==> config.mk <==
export PLATFORM = sky130hd
export DESIGN_NAME = brownout_regulator_control
export DESIGN_NICKNAME = d
export VERILOG_FILES = /design/src/hdl/brownout_regulator_pkg.sv /design/src/hdl/brownout_regulator_control.sv
export SDC_FILE = /design/constraint.sdc
export NUM_CORES = 1
export LEC_CHECK = 0
export BUFFER_PORTS_ARGS = -buffer_cell sky130_fd_sc_hd__buf_4
export CAP_MARGIN = 0
export CORE_UTILIZATION = 42
export CTS_BUF_LIST = sky130_fd_sc_hd__clkbuf_8
export DETAILED_ROUTE_END_ITERATION = 10
export PLACE_DENSITY_LB_ADDON = 0.15
export SLEW_MARGIN = 10
export SYNTH_ARGS = -nofsm -noshare
export SYNTH_HDL_FRONTEND = slang
export SYNTH_SLANG_ARGS = --single-unit
==> constraint.sdc <==
create_clock -name aclk -period 2.6 [get_ports aclk]
set_input_delay 0.65 -clock aclk [delete_from_list [all_inputs] [get_ports aclk]]
set_output_delay 0.65 -clock aclk [all_outputs]
set_load 0.05 [all_outputs]
==> src/hdl/brownout_regulator_pkg.sv <==
// Purpose: Shared constants and types for the brown-out and regulator block
// Assumes: AXI4-Lite register bus, 32-bit data, 40 MHz aclk
// Notes: Register offsets are byte addresses
package brownout_regulator_pkg;
    localparam int ADDR_W = 8;
    localparam logic [7:0] OFF_REGULATOR_CONTROL = 8'h00;
    localparam logic [7:0] OFF_RESET_CAUSE = 8'h04;
    localparam logic [7:0] OFF_IRQ_STATUS = 8'h08;
    localparam logic [7:0] OFF_IRQ_MASK = 8'h0C;
    localparam logic [7:0] OFF_SEQ_STATUS = 8'h10;
    localparam int LP_BIT = 15;
    localparam int PLL_V_LSB = 4;
    localparam int CORE_V_LSB = 0;
    localparam int BROWNOUT_FLAG_BIT = 1;
    localparam int LOCK_BIT = 5;
    localparam logic [15:0] REG_CTRL_MASK = 16'h8033;
    localparam logic [15:0] REG_CTRL_RESET = 16'h0000;
    localparam logic [1:0] RESP_OKAY = 2'h0;
    localparam logic [1:0] RESP_SLVERR = 2'h2;
    // Regulator output level decoded from a two-bit voltage code
    typedef enum logic [1:0] {
        LVL_LOW = 2'h0,
        LVL_MID = 2'h1,
        LVL_HIGH = 2'h2
    } level_t;
    // Sequencer status reported to the rest of the device
    typedef struct packed {
        logic device_reset;
        logic clock_gate;
        logic por_wait;
    } seq_status_t;
    // Regulator drive outputs
    typedef struct packed {
        logic low_power;
        logic standby;
        level_t core_level;
        level_t pll_level;
    } reg_drive_t;
    // Irq bits: bit 0 brown-out event, bit 1 reset released
    localparam int IRQ_W = 2;
    localparam int IRQ_BROWNOUT = 0;
    localparam int IRQ_REL = 1;
    localparam int RST_PULSE_NS = 100;
    localparam int CLK_NS = 25;
    localparam int RST_PULSE_CYC = (RST_PULSE_NS + CLK_NS - 1) / CLK_NS;
    localparam logic [1:0] CODE_LOW = 2'h1;
    localparam logic [1:0] CODE_MID = 2'h2;
endpackage

==> src/hdl/brownout_regulator_control.sv <==
// Purpose: Regulator control register and brown-out reset sequencer
// Assumes: Brown-out and lock inputs are asynchronous and pass two flops
// Notes: Timer lengths are parameters in aclk cycles
//
// The AXI4-Lite register port and the register addresses are this design's own decisions.
`timescale 1ns/1ps
`default_nettype none

// Summary of operation
// - Low-power enable bit puts both regulators in low-power mode when one
// - PLL voltage code 11/00 high, 10 middle, 01 lowest level
// - Core voltage code uses same encoding, written independently of PLL code
// - Unused regulator control bits always read back as zero
// - Regulators go to low-power standby while the device sleeps
// - A detected brown-out produces a reset pulse for the whole device
// - Clock source for restart is taken from configuration inputs
// - Oscillator mode without PLL starts start-up timer; clock gated until it expires
// - PLL mode keeps clock gated until the PLL lock flag is one
// - Power-up timer delay runs alongside clock wait before reset release
// - Zero power-up delay with crystal uses clock monitor delay instead
// - A brown-out reset sets bit one of the reset cause register
// - Brown-out detection keeps working in sleep and idle modes
module brownout_regulator_control #(
    parameter int STARTUP_CYCLES = 1024,
    parameter int POWERUP_CYCLES = 2560,
    parameter int FSCM_CYCLES = 200
) (
    input wire logic aclk,
    input wire logic aresetn,
    input wire logic [brownout_regulator_pkg::ADDR_W-1:0] s_axi_awaddr,
    input wire logic s_axi_awvalid,
    output logic s_axi_awready,
    input wire logic [31:0] s_axi_wdata,
    input wire logic [3:0] s_axi_wstrb,
    input wire logic s_axi_wvalid,
    output logic s_axi_wready,
    output logic [1:0] s_axi_bresp,
    output logic s_axi_bvalid,
    input wire logic s_axi_bready,
    input wire logic [brownout_regulator_pkg::ADDR_W-1:0] s_axi_araddr,
    input wire logic s_axi_arvalid,
    output logic s_axi_arready,
    output logic [31:0] s_axi_rdata,
    output logic [1:0] s_axi_rresp,
    output logic s_axi_rvalid,
    input wire logic s_axi_rready,
    input wire logic brownout_detect,
    input wire logic [7:0] oscillator_control_register,
    input wire logic cfg_osc_mode,
    input wire logic cfg_pll_used,
    input wire logic cfg_crystal,
    input wire logic cfg_power_up_timer_zero,
    input wire logic sleep_mode,
    output var brownout_regulator_pkg::reg_drive_t reg_drive,
    output var brownout_regulator_pkg::seq_status_t seq_status,
    output logic irq
);
    if (STARTUP_CYCLES < 1 || POWERUP_CYCLES < 1 ||
        FSCM_CYCLES < 1) begin : g_bad_timer
        $error("Timer lengths must be at least one cycle");
    end

    // ************************************************************
    // Input synchronisers
    // ************************************************************
    logic detect_s1_q, detect_s2_q, lock_s1_q, lock_s2_q;
    always_ff @(posedge aclk) begin
        if (!aresetn) begin
            detect_s1_q <= 1'b0;
            detect_s2_q <= 1'b0;
            lock_s1_q <= 1'b0;
            lock_s2_q <= 1'b0;
        end else begin
            detect_s1_q <= brownout_detect;
            detect_s2_q <= detect_s1_q;
            lock_s1_q <=
                oscillator_control_register[brownout_regulator_pkg::LOCK_BIT];
            lock_s2_q <= lock_s1_q;
        end
    end

    // ************************************************************
    // Brown-out sequencer
    // ************************************************************
    typedef enum {ST_RUN, ST_PULSE, ST_WAIT} seq_t;
    localparam logic [31:0] PULSE_LOAD =
        32'(brownout_regulator_pkg::RST_PULSE_CYC - 1);
    seq_t state_q;
    logic [31:0] pulse_cnt_q, clk_cnt_q, pwr_cnt_q;
    logic clk_done, pwr_done, brownout_ev;
    logic use_fscm;
    assign use_fscm = cfg_power_up_timer_zero && cfg_crystal;
    assign brownout_ev = detect_s2_q && state_q == ST_RUN;
    assign clk_done = cfg_pll_used ? lock_s2_q :
        (cfg_osc_mode ? clk_cnt_q == 32'h0 : 1'b1);
    assign pwr_done = pwr_cnt_q == 32'h0;

    always_ff @(posedge aclk) begin
        if (!aresetn) begin
            state_q <= ST_RUN;
            pulse_cnt_q <= 32'h0;
            clk_cnt_q <= 32'h0;
            pwr_cnt_q <= 32'h0;
        end else begin
            case (state_q)
                ST_RUN: begin
                    if (detect_s2_q) begin
                        state_q <= ST_PULSE;
                        pulse_cnt_q <= PULSE_LOAD;
                    end
                end
                ST_PULSE: begin
                    if (detect_s2_q) begin
                        pulse_cnt_q <= PULSE_LOAD;
                    end else if (pulse_cnt_q != 32'h0) begin
                        pulse_cnt_q <= pulse_cnt_q - 32'h1;
                    end else begin
                        state_q <= ST_WAIT;
                        clk_cnt_q <= 32'(STARTUP_CYCLES - 1);
                        pwr_cnt_q <= use_fscm ? 32'(FSCM_CYCLES - 1) :
                            32'(POWERUP_CYCLES - 1);
                    end
                end
                ST_WAIT: begin
                    if (detect_s2_q) begin
                        state_q <= ST_PULSE;
                        pulse_cnt_q <= PULSE_LOAD;
                    end else begin
                        if (clk_cnt_q != 32'h0) begin
                            clk_cnt_q <= clk_cnt_q - 32'h1;
                        end
                        if (pwr_cnt_q != 32'h0) begin
                            pwr_cnt_q <= pwr_cnt_q - 32'h1;
                        end
                        if (clk_done && pwr_done) begin
                            state_q <= ST_RUN;
                        end
                    end
                end
                default: state_q <= ST_RUN;
            endcase
        end
    end

    logic release_ev;
    assign release_ev = state_q == ST_WAIT && !detect_s2_q && clk_done &&
        pwr_done;

    always_comb begin
        seq_status.device_reset = state_q != ST_RUN;
        seq_status.clock_gate = state_q == ST_PULSE ||
            (state_q == ST_WAIT && !clk_done);
        seq_status.por_wait = state_q == ST_WAIT && !pwr_done;
    end

    // ************************************************************
    // Register bus
    // ************************************************************
    logic [15:0] reg_ctrl_q;
    logic brownout_flag_q;
    logic [1:0] irq_status_q, irq_mask_q;
    logic [7:0] aw_addr_q;
    logic aw_have_q, w_have_q;
    logic [31:0] w_data_q;
    logic [3:0] w_strb_q;
    logic do_write;

    assign s_axi_awready = !aw_have_q && !s_axi_bvalid;
    assign s_axi_wready = !w_have_q && !s_axi_bvalid;
    assign do_write = aw_have_q && w_have_q && !s_axi_bvalid;

    always_ff @(posedge aclk) begin
        if (!aresetn) begin
            aw_have_q <= 1'b0;
            w_have_q <= 1'b0;
            aw_addr_q <= 8'h00;
            w_data_q <= 32'h0;
            w_strb_q <= 4'h0;
            s_axi_bvalid <= 1'b0;
            s_axi_bresp <= brownout_regulator_pkg::RESP_OKAY;
        end else begin
            if (s_axi_awvalid && s_axi_awready) begin
                aw_have_q <= 1'b1;
                aw_addr_q <= s_axi_awaddr;
            end
            if (s_axi_wvalid && s_axi_wready) begin
                w_have_q <= 1'b1;
                w_data_q <= s_axi_wdata;
                w_strb_q <= s_axi_wstrb;
            end
            if (do_write) begin
                aw_have_q <= 1'b0;
                w_have_q <= 1'b0;
                s_axi_bvalid <= 1'b1;
                case (aw_addr_q)
                    brownout_regulator_pkg::OFF_REGULATOR_CONTROL,
                    brownout_regulator_pkg::OFF_RESET_CAUSE,
                    brownout_regulator_pkg::OFF_IRQ_STATUS,
                    brownout_regulator_pkg::OFF_IRQ_MASK,
                    brownout_regulator_pkg::OFF_SEQ_STATUS:
                        s_axi_bresp <= brownout_regulator_pkg::RESP_OKAY;
                    default: s_axi_bresp <= brownout_regulator_pkg::RESP_SLVERR;
                endcase
            end else if (s_axi_bvalid && s_axi_bready) begin
                s_axi_bvalid <= 1'b0;
            end
        end
    end

    logic wr_ctrl, wr_cause, wr_stat, wr_mask;
    assign wr_ctrl = do_write &&
        aw_addr_q == brownout_regulator_pkg::OFF_REGULATOR_CONTROL;
    assign wr_cause = do_write && w_strb_q[0] &&
        aw_addr_q == brownout_regulator_pkg::OFF_RESET_CAUSE;
    assign wr_stat = do_write && w_strb_q[0] &&
        aw_addr_q == brownout_regulator_pkg::OFF_IRQ_STATUS;
    assign wr_mask = do_write && w_strb_q[0] &&
        aw_addr_q == brownout_regulator_pkg::OFF_IRQ_MASK;

    always_ff @(posedge aclk) begin
        if (!aresetn) begin
            reg_ctrl_q <= brownout_regulator_pkg::REG_CTRL_RESET;
        end else if (wr_ctrl) begin
            if (w_strb_q[0]) begin
                reg_ctrl_q[7:0] <= w_data_q[7:0] &
                    brownout_regulator_pkg::REG_CTRL_MASK[7:0];
            end
            if (w_strb_q[1]) begin
                reg_ctrl_q[15:8] <= w_data_q[15:8] &
                    brownout_regulator_pkg::REG_CTRL_MASK[15:8];
            end
        end
    end

    // Set wins over the software clear; flag survives the reset it causes
    always_ff @(posedge aclk) begin
        if (!aresetn) begin
            brownout_flag_q <= 1'b0;
        end else if (brownout_ev) begin
            brownout_flag_q <= 1'b1;
        end else if (wr_cause &&
            !w_data_q[brownout_regulator_pkg::BROWNOUT_FLAG_BIT]) begin
            brownout_flag_q <= 1'b0;
        end
    end

    logic [1:0] irq_set;
    assign irq_set = {release_ev, brownout_ev};
    always_ff @(posedge aclk) begin
        if (!aresetn) begin
            irq_status_q <= 2'h0;
            irq_mask_q <= 2'h0;
        end else begin
            irq_status_q <= (irq_status_q &
                ~(wr_stat ? w_data_q[1:0] : 2'h0)) | irq_set;
            if (wr_mask) begin
                irq_mask_q <= w_data_q[1:0];
            end
        end
    end
    assign irq = |(irq_status_q & irq_mask_q);

    logic [31:0] rd_word;
    logic rd_ok;
    always_comb begin
        rd_word = 32'h0;
        rd_ok = 1'b1;
        case (s_axi_araddr)
            brownout_regulator_pkg::OFF_REGULATOR_CONTROL:
                rd_word[15:0] = reg_ctrl_q;
            brownout_regulator_pkg::OFF_RESET_CAUSE:
                rd_word[brownout_regulator_pkg::BROWNOUT_FLAG_BIT] =
                    brownout_flag_q;
            brownout_regulator_pkg::OFF_IRQ_STATUS: rd_word[1:0] = irq_status_q;
            brownout_regulator_pkg::OFF_IRQ_MASK: rd_word[1:0] = irq_mask_q;
            brownout_regulator_pkg::OFF_SEQ_STATUS:
                rd_word[2:0] = seq_status;
            default: rd_ok = 1'b0;
        endcase
    end

    assign s_axi_arready = !s_axi_rvalid;
    always_ff @(posedge aclk) begin
        if (!aresetn) begin
            s_axi_rvalid <= 1'b0;
            s_axi_rdata <= 32'h0;
            s_axi_rresp <= brownout_regulator_pkg::RESP_OKAY;
        end else if (s_axi_arvalid && s_axi_arready) begin
            s_axi_rvalid <= 1'b1;
            s_axi_rdata <= rd_word;
            s_axi_rresp <= rd_ok ? brownout_regulator_pkg::RESP_OKAY :
                brownout_regulator_pkg::RESP_SLVERR;
        end else if (s_axi_rvalid && s_axi_rready) begin
            s_axi_rvalid <= 1'b0;
        end
    end

    // ************************************************************
    // Regulator drive
    // ************************************************************
    function automatic brownout_regulator_pkg::level_t decode(logic [1:0] c);
        if (c == brownout_regulator_pkg::CODE_LOW) begin
            return brownout_regulator_pkg::LVL_LOW;
        end else if (c == brownout_regulator_pkg::CODE_MID) begin
            return brownout_regulator_pkg::LVL_MID;
        end
        return brownout_regulator_pkg::LVL_HIGH;
    endfunction

    always_ff @(posedge aclk) begin
        if (!aresetn) begin
            reg_drive <= '{1'b0, 1'b0, brownout_regulator_pkg::LVL_HIGH,
                brownout_regulator_pkg::LVL_HIGH};
        end else begin
            reg_drive.low_power <= reg_ctrl_q[brownout_regulator_pkg::LP_BIT];
            reg_drive.standby <= sleep_mode;
            reg_drive.core_level <=
                decode(reg_ctrl_q[brownout_regulator_pkg::CORE_V_LSB +: 2]);
            reg_drive.pll_level <=
                decode(reg_ctrl_q[brownout_regulator_pkg::PLL_V_LSB +: 2]);
        end
    end
endmodule // brownout_regulator_control

`default_nettype wire

After elaboration in Yosys (flattened, before gate mapping)
Cells that the tools add are included.
{"block": "totals", "regBits": 198, "output_inout_bits": 51}
{"block": "op_classes", "reduce_logical": 62, "add_sub_neg": 3, "bitwise": 7, "n_eq_ne": 25, "mux": 47}
{"op": "32-bit two-way mux", "n": 16}
{"op": "32-bit one-hot mux with 2 select lines", "n": 3}
{"op": "32-bit zero test", "n": 4}
{"op": "32-bit nonzero test", "n": 4}
{"op": "32-bit one-hot mux with 3 select lines", "n": 1}
{"op": "32-bit by 1-bit subtractor with 32-bit output (second input constant)", "n": 3}
{"op": "32-bit by 2-bit equality test with 1-bit output (second input constant)", "n": 2}
{"op": "32-bit by 1-bit equality test with 1-bit output (second input constant)", "n": 1}
{"op": "32-bit by 3-bit equality test with 1-bit output (second input constant)", "n": 1}
{"op": "8-bit by 4-bit equality test with 1-bit output (second input constant)", "n": 4}
{"op": "1-bit logical AND", "n": 23}
{"op": "8-bit by 3-bit equality test with 1-bit output (second input constant)", "n": 2}
{"op": "8-bit by 5-bit equality test with 1-bit output (second input constant)", "n": 2}
{"op": "8-bit zero test", "n": 2}
{"op": "1-bit two-way mux", "n": 16}
{"op": "2-bit two-way mux", "n": 7}
{"op": "13-bit two-way mux", "n": 1}
{"op": "12-bit two-way mux", "n": 1}
{"op": "2-bit != test (second input constant)", "n": 6}
{"op": "5-bit AND reduction", "n": 2}
{"op": "2-bit nonzero test", "n": 5}
{"op": "5-bit OR reduction", "n": 2}
{"op": "1-bit zero test", "n": 8}
{"op": "2-bit AND reduction", "n": 4}
{"op": "other kinds (15)", "n": 24}

Longest topological paths before layout
{"block": "depth", "word_depth": 8, "mapped_depth": 10, "ltp_nobuf": 8}

Worst setup path after synthesis
No wires, ideal clock.
{"block": "synth_path", "path_type": "reg2out", "start": "reg clk_cnt_q[16]", "end": "out seq_status[1] in the netlist's numbering", "t_arrival_ns": 2.382, "path_stages_with_launch": 7, "path_buffers": 2, "slack_ns": -0.432, "cell_sequence": "dfxtp_1 -> or4_4 -> or4_4 -> buf_6 -> nor4_1 -> clkbuf_1 -> o31ai_1"}
{"item": "start, declared", "line_no": "brownout_regulator_control.sv:89", "rtl": "logic [31:0] pulse_cnt_q, clk_cnt_q, pwr_cnt_q;"}
{"item": "start signal, assigned", "line_no": "brownout_regulator_control.sv:119", "rtl": "clk_cnt_q <= 32'(STARTUP_CYCLES - 1);"}
{"item": "start signal, assigned", "line_no": "brownout_regulator_control.sv:130", "rtl": "clk_cnt_q <= clk_cnt_q - 32'h1;"}
{"item": "end, declared", "line_no": "brownout_regulator_control.sv:55", "rtl": "output var brownout_regulator_pkg::seq_status_t seq_status,"}

==> impl_metrics.json <==
{
  "status": "finished with violations",
  "violations": "setup timing",
  "slew_headroom_pct": 46.70,
  "synth_ff_type": "dfxtp_1",
  "worst_pin_slew_ns": 0.7884,
  "cts_buffer_depth": 2,
  "finalMaxSlewViolations": 0,
  "worst-path-max-fanout": 2,
  "htreeDepth": 4,
  "synthAdderAreaFrac_pct": 1.418,
  "drive_above_1_share_pct": 23.17,
  "syn2layout_area_growth_pct": 22.26,
  "path_cells": "or4_4 -> or4_4 -> nor4_4 -> buf_4 -> o31ai_4 -> buf_6",
  "reg2reg_depth": 10,
  "chipWidth_microns": 131.6,
  "synth-edff-count": 0,
  "cts.clk_slew.worst_paths_ns": 0.09,
  "dp_slack_ns": -0.1310,
  "yosysTopAreaCellShare_pct": 41.12,
  "p_comb_share_pct": 44.3,
  "finClkSkew_ns": 0.01001,
  "setup_ws_ns": -0.3844,
  "avgSynthCellArea_sq_um": 8.485,
  "yosys.cell_types.count": 70,
  "final_common_cell": "dfxtp_1",
  "fin_cells": 1178,
  "first_pass_iters": 6,
  "p_sw_mw": 3.129,
  "cap_viol_max_count": 0,
  "num_vias": 6056,
  "slowest_delay_ns": 0.53,
  "diodes": 0,
  "power_density_nw_per_um2": 927.3,
  "p_leak_nw": 3.483,
  "synth-simple-area-share_pct": 27.95,
  "overflow": 0,
  "grt_pass1_vias": 5521,
  "grt_use_total_pct": 18.97,
  "p_seq_share_pct": 32.4,
  "cp-end-kind": "primary output",
  "wire_per_inst_microns": 13.56,
  "ys_warn_count": 0,
  "cts_made_buffers": 17,
  "vias_per_cell": 5.141,
  "drc": 0,
  "first_iter_violations": 323,
  "num_rows": 47,
  "synthCells": 832,
  "final_area_sq_um": 8631,
  "initial_core_util_pct": 42.72,
  "dp_hpwl_microns": 10900,
  "synth_top_cell_by_area": "dfxtp_1",
  "r2r_slack_ns": -0.29,
  "crit_path_end": "seq_status[1]",
  "synth_area_leaders": "dfxtp_1 (41%), nor2_1 (6.7%), xor2_1 (4.7%)",
  "antenna_left": 0,
  "hold_viol_final": 0,
  "p_int_mw": 4.874,
  "hp-class": "in2reg",
  "start_kind": "flop",
  "fmax_mhz": 335.1,
  "die_area_sq_um": 17330,
  "cts_tree": "built",
  "gp_congestion": 0.8022,
  "worst_path_most_repeated_cell": "or4_4",
  "crit_arrival_ns": 2.33,
  "clock_sinks": 145,
  "p_clk_share_pct": 23.3,
  "cp_slowest_cell": "or4_4",
  "nets": 1026,
  "synthArstFlopShare_pct": 0,
  "yosysSeqAreaShare_pct": 41.12,
  "rr_endpoint": "clk_cnt_q[25]",
  "synth_seq_cells": 145,
  "clock_latency_ns": 0.46,
  "finalSetupViolCount": 23,
  "cts_root_buf": "clkbuf_8",
  "critical_path_class": "reg2out",
  "core-area_sq_um": 16520,
  "ios": 124,
  "sw_frac_of_total_pct": 39.10,
  "dpl-instance-area_sq_um": 8016,
  "die_h_microns": 131.6,
  "layout_common_cells": "dfxtp_1 (141), buf_4 (127), nor2_1 (125)",
  "crit_start": "clk_cnt_q[19]",
  "routed_wl_microns": 15970,
  "synthMuxAreaShare_pct": 2.747,
  "synth_top_family_by_area": "simple AND/OR/NAND/NOR gates",
  "synth-xor-area-share_pct": 6.203,
  "period_share_pct": 114.8,
  "grt_pass1_wl_microns": 26800,
  "portBuffers": 59,
  "rsz0062_at_grt": "true",
  "tns_ns": -5.390,
  "crit_required_ns": 1.95,
  "antenna_found_initial": 0,
  "dp_cells": 1137,
  "max-vdd-ir-drop_v": 0.0003638,
  "synth_compound_area_share_pct": 13.20,
  "fin_crit_ns": 2.984,
  "synth_area_sq_um": 7059,
  "grt_start_max_net_pins": 44,
  "timing.rr.start": "clk_cnt_q[19]"
}
## Yosys cell counts, drive strengths merged, types with 3 or more instances
library cell,n
nand3,27
or4,30
buf,34
a211oi,7
xnor2,12
nor4b,5
xor2,38
a21oi,51
and2,11
clkbuf,36
nand4b,3
nor3b,5
nand4,14
or3,15
or2,7
a22oi,4
o21ai,27
o31ai,13
nor2,128
o211ai,5
ha,8
nor3,23
nand3b,5
inv,20
mux2i,16
o31a,3
dfxtp,145
nor4,29
o21a,4
nand2,53
o2111ai,6
nor2b,5
nand2b,12
## sequential cells by signal, indices dropped and copies added, names as in the netlist, 5 cells and up
signal / flops
reg_drive: 6
pulse_cnt_q: 32
aw_addr_q: 8
s_axi_rdata: 6
pwr_cnt_q: 32
w_data_q: 5
clk_cnt_q: 32
reg_ctrl_q: 5
## worst max-delay path, delay by kind of cell (launching register included)
family	cells	cell delay, ns
buffers and inverters	2	0.34
AO/OA/AOI/OAI	1	0.07
AND/OR/NAND/NOR	3	1.14
flip-flops	1	0.33
## layer usage
layer	up-vias	share of wire, %	global-route usage, %
met5	-	0	0
met4	0	1.4	6.137
met3	20	3.5	4.398
met2	96	46	30.04
met1	2793	49	25.38
li1	3147	-	-
## cell families (layout without fill, tap and decap cells)
family,count (synthesis),count (layout)
buffers and inverters,90,189
adders and majority gates,8,8
other,1,28
xor gates and xnor gates,50,50
DFF,145,145
muxes,18,18
AOI/OAI and AO/OA,143,143
and+or+nand+nor,377,377
## worst min path at each step
| stage | from | to | cells after the start |
|---|---|---|---|
| finish | s_axi_rready | s_axi_rvalid | 2 |
| global route | s_axi_rready | s_axi_rvalid | 2 |
| CTS | s_axi_rready | s_axi_rvalid | 2 |
| detailed placement | lock_s1_q | lock_s2_q | 1 |
| global placement | detect_s1_q | detect_s2_q | 1 |
| floorplan | detect_s1_q | detect_s2_q | 1 |
## power groups by stage
stage	Combinational (mW)	Clock, mW	Sequential (mW)
after global placement	3.18	0	2.64
after global routing	3.89	2.01	2.63
final	3.54	1.86	2.59
after floorplan	2.10	0	2.63
after detailed placement	3.18	0	2.64
after CTS	3.43	1.93	2.59
## stage by stage
stage	hold WS [ns]	util (%)	total power, mW
2_1_floorplan	0.4119	-	4.735
3_3_place_gp	0.4192	48.51	5.814
3_5_place_dp	0.4206	48.51	5.819
4_1_cts	0.3298	51.87	7.948
5_1_grt	0.3404	52.23	8.536
6_report	0.3585	52.23	8.003
## layout make-up
| type | instances | area (sq um) |
|---|---|---|
| Clock inverter | 15 | 173.9 |
| Fill cell | 1583 | 7894 |
| Inverter | 20 | 75.07 |
| Clock buffer | 17 | 234.0 |
| Multi-Input combinational cell | 624 | 3881 |
| Sequential cell | 145 | 2908 |
| Timing Repair Buffer | 137 | 1084 |
| Tap cell | 220 | 275.3 |
## repair_timing
| item | CTS | global route |
|---|---|---|
| buffers inserted | 6 | 3 |
| pin swaps | 8 | 14 |
| setup endpoints to repair | 16 | 25 |
| hold buffers | 0 | 0 |
| gates resized for setup | 25 | 8 |
(Power assumes the default switching activity.)
